$ cat config.mk
export PLATFORM = sky130hd
export DESIGN_NAME = touch_key_pwm_output
export DESIGN_NICKNAME = d
export VERILOG_FILES = /design/src/touch_key_pkg.sv /design/src/touch_sensor_detect.sv /design/src/touch_key_pwm_output.sv
export SDC_FILE = /design/constraint.sdc
export NUM_CORES = 1
export LEC_CHECK = 0
export BUFFER_PORTS_ARGS = -buffer_cell sky130_fd_sc_hd__buf_2
export CAP_MARGIN = 20
export CORE_MARGIN = 2
export CORE_UTILIZATION = 45
export CTS_BUF_LIST = sky130_fd_sc_hd__clkbuf_4
export DETAILED_ROUTE_END_ITERATION = 8
export HOLD_SLACK_MARGIN = 0.06
export PLACE_DENSITY = 0.75
export SYNTH_ARGS = -nofsm -noshare
export SYNTH_HDL_FRONTEND = slang
export SYNTH_SLANG_ARGS = --single-unit
export TNS_END_PERCENT = 5
$ cat constraint.sdc
create_clock -name clk -period 3.5 [get_ports clk]
set_input_delay 0.175 -clock clk [delete_from_list [all_inputs] [get_ports clk]]
set_output_delay 0.175 -clock clk [all_outputs]
set_load 0.05 [all_outputs]
$ cat src/touch_key_pkg.sv
// Shared constants and types for the touch key PWM output block.
// Assumes one 20 MHz clock and sensor levels from a front end on that clock.
package touch_key_pkg;

  localparam int unsigned KEY_COUNT   = 6;
  localparam int unsigned LEVEL_W     = 10;
  localparam int unsigned THRESH_W    = 8;

  // Clock and timing, each figure in its own unit
  localparam int unsigned CLK_HZ      = 20_000_000;
  localparam int unsigned TONE_HZ     = 4_000;
  localparam int unsigned BURST_MS    = 80;
  localparam int unsigned TONE_HALF_CYCLES = CLK_HZ / (2 * TONE_HZ);
  localparam int unsigned BURST_CYCLES     = (CLK_HZ / 1000) * BURST_MS;
  localparam int unsigned BURST_W     = 21;
  localparam int unsigned TONE_W      = 12;

  // Period counter: counts 0 .. PWM_TOP, then restarts
  localparam int unsigned PWM_W       = 16;
  localparam logic [15:0] PWM_TOP     = 16'h0022;

  // Compare values: output high while count is below these
  localparam logic [15:0] DUTY_POWER  = 16'h0013;
  localparam logic [15:0] DUTY_MENU   = 16'h0018;
  localparam logic [15:0] DUTY_PROG_UP = 16'h000C;
  localparam logic [15:0] DUTY_PROG_DN = 16'h001B;
  localparam logic [15:0] DUTY_VOL_UP = 16'h0011;
  localparam logic [15:0] DUTY_VOL_DN = 16'h001E;
  localparam logic [15:0] DUTY_TV_AV  = 16'h0009;

  // Key positions in the touched vector
  localparam int unsigned KEY_POWER   = 0;
  localparam int unsigned KEY_MENU    = 1;
  localparam int unsigned KEY_PROG_UP = 2;
  localparam int unsigned KEY_PROG_DN = 3;
  localparam int unsigned KEY_VOL_UP  = 4;
  localparam int unsigned KEY_VOL_DN  = 5;

  localparam logic [9:0]  LEVEL_RESET = 10'h000;

  typedef struct packed {
    logic                              valid;
    logic [KEY_COUNT-1:0][LEVEL_W-1:0] level;
  } sense_sample_t;

endpackage

$ cat src/touch_sensor_detect.sv
// One sensor channel: reference capture and threshold comparison.
// Assumes sample_valid and level come from logic on the same clock.
`timescale 1ns/1ps
module touch_sensor_detect
  import touch_key_pkg::*;
(
  input  wire logic                clk,
  input  wire logic                arst_n,
  input  wire logic                sample_valid,
  input  wire logic [LEVEL_W-1:0]  level,
  input  wire logic [THRESH_W-1:0] touch_detect_threshold,
  output logic                     touched,
  output logic                     ref_valid
);

  logic [LEVEL_W-1:0] ref_level;
  logic [LEVEL_W:0]   limit;

  assign limit = {1'b0, ref_level} + {{(LEVEL_W+1-THRESH_W){1'b0}}, touch_detect_threshold};

  // First sample after reset becomes the untouched reference
  always_ff @(posedge clk or negedge arst_n) begin
    if (!arst_n) begin
      ref_level <= LEVEL_RESET;
      ref_valid <= 1'b0;
    end else if (sample_valid && !ref_valid) begin
      ref_level <= level;
      ref_valid <= 1'b1;
    end
  end

  always_ff @(posedge clk or negedge arst_n) begin
    if (!arst_n) begin
      touched <= 1'b0;
    end else if (sample_valid && ref_valid) begin
      touched <= ({1'b0, level} > limit);
    end
  end
endmodule

$ cat src/touch_key_pwm_output.sv
// Touch key PWM output: key code as PWM duty, buzzer burst on touch.
// Assumes sensor samples arrive on clk from a measurement front end.
//
// Notes on behaviour
// - A touch when no key was touched before drives the buzzer with a 50% 4kHz square wave for 80ms, then idle low.
// - With no key touched the analog-level output stays high.
// - With a key touched the analog-level output toggles as PWM at that key's own duty.
// - The period counter runs from the system clock with no prescaler, period 35 counts.
// - The period counter is 16 bits, single slope, and restarts from zero after its top value.
// - A sensor is touched when its level exceeds its reference by more than the threshold.
// - The first valid sample of each sensor after reset becomes its reference, touched or not.
// - Six independent keys, each with its own detection and its own output code.
// - Duties are power 54.38%, menu 68.58%, up 34.25%, down 77.16%, vol+ 48.56%, vol- 85.72%.
// - Program up and down together give the TV/AV code at 25.69% duty.
`timescale 1ns/1ps
module touch_key_pwm_output
  import touch_key_pkg::*;
#(
  parameter int unsigned BURST_LEN = BURST_CYCLES
) (
  input  wire logic                clk,
  input  wire logic                arst_n,
  input  wire sense_sample_t       sample,
  input  wire logic [THRESH_W-1:0] touch_detect_threshold,
  output logic                     analog_level_out,
  output logic                     buzzer_out,
  output logic [KEY_COUNT-1:0]     key_touched,
  output logic                     calibrated
);

  logic [KEY_COUNT-1:0] touched;
  logic [KEY_COUNT-1:0] ref_ok;
  logic [PWM_W-1:0]     pwm_period_counter;
  logic [PWM_W-1:0]     duty;
  logic                 any_touch;
  logic                 any_touch_prev;
  logic                 start;
  logic [BURST_W-1:0]   burst_left;
  logic [TONE_W-1:0]    tone_cnt;

  // One detector per key
  for (genvar k = 0; k < KEY_COUNT; k++) begin : g_key
    touch_sensor_detect u_det (
      .clk                    (clk),
      .arst_n                 (arst_n),
      .sample_valid           (sample.valid),
      .level                  (sample.level[k]),
      .touch_detect_threshold (touch_detect_threshold),
      .touched                (touched[k]),
      .ref_valid              (ref_ok[k])
    );
  end

  assign any_touch = |touched;
  assign start     = any_touch && !any_touch_prev;

  always_ff @(posedge clk or negedge arst_n) begin
    if (!arst_n) begin
      key_touched <= '0;
      calibrated  <= 1'b0;
    end else begin
      key_touched <= touched;
      calibrated  <= &ref_ok;
    end
  end

  // Key to duty; the pair code wins over single keys, then lowest index
  always_comb begin
    duty = PWM_TOP;
    if (touched[KEY_PROG_UP] && touched[KEY_PROG_DN]) begin
      duty = DUTY_TV_AV;
    end else if (touched[KEY_POWER]) begin
      duty = DUTY_POWER;
    end else if (touched[KEY_MENU]) begin
      duty = DUTY_MENU;
    end else if (touched[KEY_PROG_UP]) begin
      duty = DUTY_PROG_UP;
    end else if (touched[KEY_PROG_DN]) begin
      duty = DUTY_PROG_DN;
    end else if (touched[KEY_VOL_UP]) begin
      duty = DUTY_VOL_UP;
    end else if (touched[KEY_VOL_DN]) begin
      duty = DUTY_VOL_DN;
    end
  end

  // Single-slope period counter on every clock
  always_ff @(posedge clk or negedge arst_n) begin
    if (!arst_n) begin
      pwm_period_counter <= '0;
    end else if (pwm_period_counter == PWM_TOP) begin
      pwm_period_counter <= '0;
    end else begin
      pwm_period_counter <= pwm_period_counter + 16'h0001;
    end
  end

  always_ff @(posedge clk or negedge arst_n) begin
    if (!arst_n) begin
      analog_level_out <= 1'b1;
    end else if (!any_touch) begin
      analog_level_out <= 1'b1;
    end else begin
      analog_level_out <= (pwm_period_counter < duty);
    end
  end

  // Buzzer burst: restarts when a key is touched after none was, idle low afterwards
  always_ff @(posedge clk or negedge arst_n) begin
    if (!arst_n) begin
      any_touch_prev <= 1'b0;
    end else begin
      any_touch_prev <= any_touch;
    end
  end

  always_ff @(posedge clk or negedge arst_n) begin
    if (!arst_n) begin
      burst_left <= '0;
      tone_cnt   <= '0;
      buzzer_out <= 1'b0;
    end else if (start) begin
      burst_left <= BURST_W'(BURST_LEN - 1);
      tone_cnt   <= TONE_W'(TONE_HALF_CYCLES - 1);
      buzzer_out <= 1'b1;
    end else if (burst_left != '0) begin
      burst_left <= burst_left - 1'b1;
      if (burst_left == BURST_W'(1)) begin
        buzzer_out <= 1'b0;
      end else if (tone_cnt == '0) begin
        tone_cnt   <= TONE_W'(TONE_HALF_CYCLES - 1);
        buzzer_out <= !buzzer_out;
      end else begin
        tone_cnt <= tone_cnt - 1'b1;
      end
    end else begin
      buzzer_out <= 1'b0;
    end
  end
endmodule

* Yosys cells after proc, flatten, opt, wreduce, memory -nomap -nowiden
Index checks and enable logic that the tools add are counted. W data, S select, Z words.
Storage, ports and cells: bits in registers 131, output and inout bits 9
Operators by class: order comparisons 7, mux-type cells 19, add/subtract/negate cells 9, equal/unequal tests 4, reduce and logical (&&, ||, !) cells 28
Operator list (number):
- $add A10 B8 Y11 | 6
- $gt A10 B11 Y1 | 6
- $mux W12 | 4
- $mux W21 | 2
- $mux W6 | 7
- $eq A21 B1 Y1 const B | 1
- $reduce_bool A21 Y1 | 1
- $sub A21 B1 Y21 const B | 1
- $add A16 B1 Y16 const B | 1
- $eq A16 B6 Y1 const B | 1
- $lt A16 B16 Y1 | 1
- $mux W16 | 1
- $logic_and A1 B1 Y1 | 14
- $logic_not A12 Y1 | 1
- $sub A12 B1 Y12 const B | 1
- $logic_not A1 Y1 | 8
- $reduce_and A6 Y1 | 1
- $reduce_or A6 Y1 | 1
- $mux W1 | 5
- $ne A4 B2 Y1 const B | 1
- $ne A2 B2 Y1 const B | 1
- $reduce_and A2 Y1 | 1
- $reduce_bool A2 Y1 | 1

* Longest topological paths before layout
Gate-level depths: netlist (run 1).
word-level depth 9, gate-level depth with buffers 13

* By module
From an unflattened synthesis (run 1), not the netlist that was laid out.
Unflattened totals: cell total of the unflattened synthesis 972, area, all modules 9751.9 µm²
Modules (own cells, without submodules):
- touch_sensor_detect | area an instance 1073.5 µm², cells each 105, instances 6, seq. area each 300.3 µm²
- touch_key_pwm_output | area an instance 3310.7 µm², cells each 342, instances 1, seq. area each 1477.7 µm²

* Worst setup path after synthesis (run 1)
No wires, ideal clock.
path kind reg-to-reg, from register g_key[4].u_det.ref_level[0], to register g_key[4].u_det.touched, path buffers 0, clock period less this slack 2.914 ns, data required time 3.378 ns, arrival time 2.793 ns, setup slack 0.586 ns, cell stages (with the launch flop) 13, cells stage by stage dfrtp_1 -> ha_1 -> fa_1 -> a21o_1 -> a41oi_1 -> o21ai_0 -> o31ai_1 -> xor2_1 -> ha_1 -> a21o_1 -> a21oi_1 -> nand4bb_1 -> a32o_1
On the way: longest elaborated chain between the ends 2
Ends and longest elaborated chain:
- start: declaration | RTL line touch_sensor_detect.sv:16 | logic [LEVEL_W-1:0] ref_level;
- start signal: assignment | RTL line touch_sensor_detect.sv:27 | ref_level <= level;
- $add A10 B8 Y11 | RTL line touch_sensor_detect.sv:19 | assign limit = {1'b0, ref_level} + {{(LEVEL_W+1-THRESH_W){1'b0}}, touch_detect_threshold};
- $gt A10 B11 Y1 | RTL line touch_sensor_detect.sv:36 | touched <= ({1'b0, level} > limit);
- end signal: assignment | RTL line touch_sensor_detect.sv:36
- end: declaration | RTL line touch_sensor_detect.sv:12 | output logic touched,
No other way between the ends. A chain may end at the register's enable or synchronous reset.

* Worst setup path after layout (run 1)
from register g_key[2].u_det.ref_level[0], to register g_key[2].u_det.touched
On the way: longest elaborated chain between the ends 2
Ends and longest elaborated chain (RTL line):
- start: declaration | touch_sensor_detect.sv:16
- start signal: assignment | touch_sensor_detect.sv:27
- $add A10 B8 Y11 | touch_sensor_detect.sv:19
- $gt A10 B11 Y1 | touch_sensor_detect.sv:36
- end signal: assignment | touch_sensor_detect.sv:36
- end: declaration | touch_sensor_detect.sv:12
No other way between the ends.

==> reports/qor.csv, run 1 <==
metric,value,unit
drc,0,
endpoint_kind,flop,
stdcell_count,1373,
synth_fa_ha_area_share,17.5,%
core_area,20200,sq um
netlist_top_cells_area,"dfrtp_1, ha_1, mux2_2",
post-dp-hpwl,15400,um
drive_gt1_share,16.7,%
clkSinkCount,131,
clkPwrFrac,24.7,%
ys_async_sr_fraction,100,%
switching_power,1.93,mW
yosysTopAreaCell,dfrtp_1,
switching_share,37.4,%
r2r_end,g_key[2].u_det.touched$_DFFE_PN0P_,
maxSlewHeadroom,30.8,%
cts_resized,0,
r2r_slack,0.35,ns
portBuffers,79,
avgSynthCellArea,9.74,sq um
finalWeightedCongestion,0.877,
synth.yosys.seq_area_share,35.7,%
grt_max_degree,110,
crit_chain,"ha_1, fa_1, a21oi_1, nor2_1, nor3_1, nor2_1, xnor2_1, ha_1, nand3_1, o221ai_1, nor3_1, a211o_1, o31ai_1",
ant_nets,0,
synth_compound_area_share,15.1,%
syn_to_final_growth,18.4,%
grt_usage,20.5,%
synth_common_cells,"dfrtp_1, ha_1, nor2_1",
rr_startpoint,g_key[2].u_det.ref_level[0]$_DFFE_PN0P_,
p_total,5.17,mW
yosysWarnings,0,
fillers,1797,
dieHeight,147,um
nNetsFinal,1286,
synth_most_common_cell,dfrtp_1,
antenna_found_initial,0,
finalClockSkew,0.0242,ns
postSynthCellCount,944,
clkTransAtPathRegs,0.13,ns
leakagePower,4.85,nW
slew_viol_final,0,
io_pins,80,
p_comb_share,37.9,%
via_per_inst,5.53,
cts_inserted_buffers,17,
whs,0.392,ns
clockBufferDepth,2,
path_class,reg -> reg,
stdcell_area,10900,sq um
cp.arrival,3.61,ns
synth_cell_types,64,
tightestPinTransition,1.04,ns
overflow,0,
worstPathRequired,3.96,ns
whs_path_depth,4,
clock_latency,0.55,ns
vias,7593,
irDropWorstVdd,252,uV
tns,0,ns
grt_pass1_vias,7560,
finalSetupViolations,0,
finalCritPeriodShare,89.9,%
max_freq,318,MHz
fp.dieW,147,um
synth-main-ff-cell,dfrtp_1,
crit_path_max_incr_delay,0.41,ns
dr.pass1.iters,5,
worst_setup_path_start_kind,flop,
syn_nets,1140,
ff2ff_path_depth,13,
seqPwrFrac,37.4,%
drt_iter0_markers,475,
synth.top_cell.area_share,35.4,%
cts_tree,built,
grt_pass1_wl,36000,um
synth-simple-area-share,16.4,%
min_from,sample[49],
rows,52,
cts_root_buf,clkbuf_4,
drt_wl_total,21200,um
status,finished clean,
placed_area,9880,sq um
cts_max_level,4,
p_int,3.24,mW
finalHoldViolCount,0,
initial_core_util,45.6,%
crit_slowest_cell,fa_1,
crit_path_max_fanout,3,
dieArea,21600,sq um
synth.ff_latch_count,131,
syn_area,9200,sq um
maxCapViolations,0,
antenna-diode-count,0,
power_density,475,nW/um^2
synth_edf_count,0,
routedWlPerCell,15.5,um
min_period,3.15,ns
synth_top_family_by_area,adder cells,
min_path_type,in -> reg,
synth.area.mux_share,6.95,%
synthXorXnorAreaFrac,5.62,%
worst_hold_path.endpoint,g_key[4].u_det.ref_level[9]$_DFFE_PN0P_,
placed_cells_incl_taps,1277,
rsz0062_at_grt,false,
what timing repair did:
action,4_1_cts,5_1_grt
hold buffers,62,1
endpoints found under the hold margin,169,15
buffers inserted,0,0
per-stage QoR:
stage | worst slack (ns) | util [%]
after global routing | 0.100 | 54.0
after detailed placement | 0.259 | 49.0
after global placement | 0.409 | 49.0
after CTS | 0.344 | 53.8
after floorplan | 0.586 | -
final | 0.352 | 54.0
sequential cells by signal, indices dropped and copies added (netlist names):
signal / cells
g_key.u_det.ref_level: 60
burst_left: 21
pwm_period_counter: 16
tone_cnt: 12
g_key.u_det.ref_valid: 6
g_key.u_det.touched: 6
key_touched: 6
analog_level_out: 1
any_touch_prev: 1
buzzer_out: 1
calibrated: 1
metal layers:
| metal | wire (um) | global-route usage, % |
|---|---|---|
| met3 | 716 | 4.38 |
| met1 | 9650 | 26.4 |
| met4 | 421 | 5.72 |
| met5 | 0 | 0 |
| met2 | 10500 | 35.1 |
worst max-delay path: cells and delay by family, from the launching register on:
kind            cells  cell delay (ns)
simple gates        5             0.70
flops               1             0.40
compound gates      4             0.92
fa+ha+maj           3             0.92
xor+xnor            1             0.13
cell usage in the layout, fill, tap and decap left out, types with 5 or more instances in the layout:
cell / netlist / routed
nand3b_1: 7 / 7
a21o_1: 7 / 7
inv_1: 47 / 47
bufinv_16: 0 / 5
and3_1: 11 / 11
nor4_1: 14 / 14
o21a_1: 8 / 8
dlygate4sd3_1: 0 / 63
o2111ai_1: 5 / 5
nor2_1: 65 / 65
a21oi_1: 61 / 61
nand4_1: 11 / 11
a2111oi_0: 5 / 5
nor3_1: 19 / 19
or3_1: 12 / 12
nand2_1: 60 / 60
ha_1: 119 / 119
o31ai_1: 10 / 10
dfrtp_1: 130 / 130
mux2_2: 55 / 55
o311ai_0: 5 / 5
clkbuf_4: 0 / 17
a211oi_1: 12 / 12
o21ai_0: 54 / 54
fa_1: 6 / 6
o211ai_1: 7 / 7
nand2b_1: 14 / 14
a2bb2oi_1: 6 / 6
nor2b_1: 16 / 16
nand3_1: 31 / 31
buf_2: 1 / 78
xor2_1: 26 / 26
or2_2: 7 / 7
xnor2_1: 33 / 33
layout make-up:
type / instances / area [sq um] / share of cell area (%)
clock inverters: 15 / 229 / 2.10
clock buffers: 17 / 128 / 1.17
inverters: 47 / 176 / 1.62
well taps: 270 / 338 / 3.10
multi-input cells: 747 / 5660 / 52.0
repair buffers: 146 / 1080 / 9.93
flip-flops and latches: 131 / 3280 / 30.1
logic make-up (layout without fill, tap and decap cells):
| family | count (synthesis) | in the layout |
|---|---|---|
| buffers and inverters | 66 | 225 |
| multiplexers | 57 | 57 |
| adder cells (fa/ha/maj) | 125 | 125 |
| XOR/XNOR | 59 | 59 |
| AO/OA/AOI/OAI | 215 | 215 |
| AND/OR/NAND/NOR | 291 | 291 |
| flip-flops | 131 | 131 |
worst max path at each step:
| stage | from | end | slack [ns] | cells past startpoint |
|---|---|---|---|---|
| 2_1_floorplan | g_key[4].u_det.ref_level[0]$_DFFE_PN0P_ | g_key[4].u_det.touched$_DFFE_PN0P_ | 0.59 | 12 |
| 3_3_place_gp | touch_detect_threshold[0] | g_key[4].u_det.touched$_DFFE_PN0P_ | 0.41 | 13 |
| 3_5_place_dp | touch_detect_threshold[1] | g_key[2].u_det.touched$_DFFE_PN0P_ | 0.26 | 13 |
| 4_1_cts | g_key[2].u_det.ref_level[0]$_DFFE_PN0P_ | g_key[2].u_det.touched$_DFFE_PN0P_ | 0.34 | 13 |
| 5_1_grt | g_key[5].u_det.ref_level[1]$_DFFE_PN0P_ | g_key[5].u_det.touched$_DFFE_PN0P_ | 0.10 | 11 |
| 6_report | g_key[2].u_det.ref_level[0]$_DFFE_PN0P_ | g_key[2].u_det.touched$_DFFE_PN0P_ | 0.35 | 13 |
power by group through the flow:
stage	clock, mW	combinational [mW]	sequential (mW)
after floorplan	0	1.35	2.00
after global placement	0	1.81	1.96
after detailed placement	0	1.89	1.97
after CTS	1.31	1.96	1.94
after global routing	1.39	2.24	1.97
final	1.28	1.96	1.93
(Power assumes the default switching activity.)
==> run 2, diff against run 1 <==
- CORE_ASPECT_RATIO: unset -> 1.75
==> run 2 against run 1 <==
Setup slack got worse by 0.15 ns. Sequential power barely moved. First-iteration DRC count fell by 52%. Via count rose by 2.4%. Critical path depth fell by 1. Combinational power barely moved. Largest power group unchanged.
==> reports/qor.csv, run 2 (same netlist as run 1, synthesis figures left out) <==
metric,value,unit
status,finished clean,
via_per_inst,5.76,
maxCapViolations,0,
routedWlPerCell,16.4,um
irDropWorstVdd,304,uV
crit_slowest_cell,dfrtp_1,
clkTransAtPathRegs,0.12,ns
cts_root_buf,clkbuf_4,
drive_gt1_share,16.5,%
finalHoldViolCount,0,
slew_viol_final,0,
clock_latency,0.59,ns
finalWeightedCongestion,0.921,
nNetsFinal,1284,
cp.arrival,3.76,ns
maxSlewHeadroom,32.3,%
clkSinkCount,131,
ant_nets,0,
critPathBufInv,0,
dr.pass1.iters,4,
max_freq,304,MHz
rows,69,
min_period,3.29,ns
vias,7774,
clockBufferDepth,2,
grt_pass1_vias,8124,
fp.dieW,112,um
p_total,4.88,mW
finalClockSkew,0.0257,ns
largest_reg_flops,60,
top_regs,"g_key.u_det.ref_level (60), burst_left (21), pwm_period_counter (16)",
worstPathRequired,3.97,ns
post-dp-hpwl,16700,um
leakagePower,4.79,nW
max_flop_register,g_key.u_det.ref_level,
final_common_cell,dfrtp_1,
finalSetupViolations,0,
syn_to_final_growth,16.8,%
power_density,454,nW/um^2
drc,0,
crit_path_max_fanout,3,
tns,0,ns
endpoint_kind,flop,
grt_usage,21.6,%
grt_pass1_wl,37600,um
crit_family,compound AO/OA/AOI/OAI gates,
cts_inserted_buffers,17,
final_core_util,53.2,%
finalCritPeriodShare,94.1,%
post_cts_buffers,0,
io_pins,80,
core_area,20200,sq um
antenna_found_initial,1,
crit_path_max_incr_delay,0.40,ns
crit_chain,"ha_1, fa_1, a21o_1, a41oi_1, o21ai_0, o31ai_1, xor2_1, ha_1, a21o_1, a21oi_1, nand4bb_1, a32o_1",
path_class,reg -> reg,
cts_max_level,4,
dieHeight,193,um
grt_max_degree,100,
worst_setup_path_start_kind,flop,
dieArea,21600,sq um
tightestPinTransition,1.01,ns
rsz0062_at_grt,false,
min_path_type,in -> async,
drt_wl_total,22200,um
initial_core_util,45.5,%
portBuffers,79,
drt_iter0_markers,228,
overflow,0,
cts_tree,built,
final_cell_mix,"dfrtp_1, ha_1, buf_2",
run 2: per-layer routing:
metal / up-vias / wire [um] / global-route usage, %
li1: 3776 / - / -
met4: 0 / 1290 / 13.6
met1: 3746 / 8430 / 22.0
met5: - / 0 / 0
met2: 170 / 11700 / 40.9
met3: 82 / 705 / 3.59
run 2: metrics by stage:
stage / hold WS (ns) / std cells / cell area [sq um] / worst slack, ns
6_report: 0.260 / 1350 / 10700 / 0.207
2_1_floorplan: -0.121 / 944 / 9200 / 0.586
5_1_grt: 0.353 / 1350 / 10700 / 0.0753
4_1_cts: 0.284 / 1349 / 10700 / 0.327
3_3_place_gp: 0.353 / 1255 / 9850 / 0.388
3_5_place_dp: 0.357 / 1255 / 9850 / 0.306
run 2: repair_timing:
| item | 4_1_cts | 5_1_grt |
|---|---|---|
| setup endpoints to repair | 0 | 1 |
| endpoints found under the hold margin | 159 | 0 |
| gates resized for setup | 0 | 1 |
| hold buffers | 62 | 0 |
run 2: worst paths after layout:
check	start	endpoint	slack (ns)	depth (start not counted)
min reg2reg	pwm_period_counter[15]$_DFF_PN0_	pwm_period_counter[15]$_DFF_PN0_	0.49	1
max in group asynchronous	arst_n	analog_level_out$_DFF_PN1_	2.36	3
max	g_key[4].u_det.ref_level[0]$_DFFE_PN0P_	g_key[4].u_det.touched$_DFFE_PN0P_	0.21	12
max reg2reg	g_key[4].u_det.ref_level[0]$_DFFE_PN0P_	g_key[4].u_det.touched$_DFFE_PN0P_	0.21	12
min	arst_n	key_touched[5]$_DFF_PN0_	0.26	2
min in group clk	sample[49]	g_key[4].u_det.ref_level[9]$_DFFE_PN0P_	0.37	4
run 2: final cells by class:
cell class / count / area [sq um]
multi-input cells: 747 / 5660
flip-flops and latches: 131 / 3280
diodes: 1 / 2.50
clock inverters: 15 / 135
repair buffers: 144 / 1040
clock buffers: 17 / 128
well taps: 248 / 310
fillers: 1864 / 9460
inverters: 47 / 176
run 2: worst register-to-register path, stage by stage (launching register included):
cell and delay, ns:
dfrtp_1 0.40, ha_1 0.21, fa_1 0.40, a21o_1 0.19
a41oi_1 0.21, o21ai_0 0.20, o31ai_1 0.29, xor2_1 0.18
ha_1 0.26, a21o_1 0.20, a21oi_1 0.23, nand4bb_1 0.15
a32o_1 0.27
run 2: report_power, final:
group	switching [mW]	leakage, nW	internal, mW
Sequential	0.210	1.56	1.73
Combinational	1.11	3.10	0.863
Clock	0.618	0.132	0.354
Total	1.93	4.79	2.94
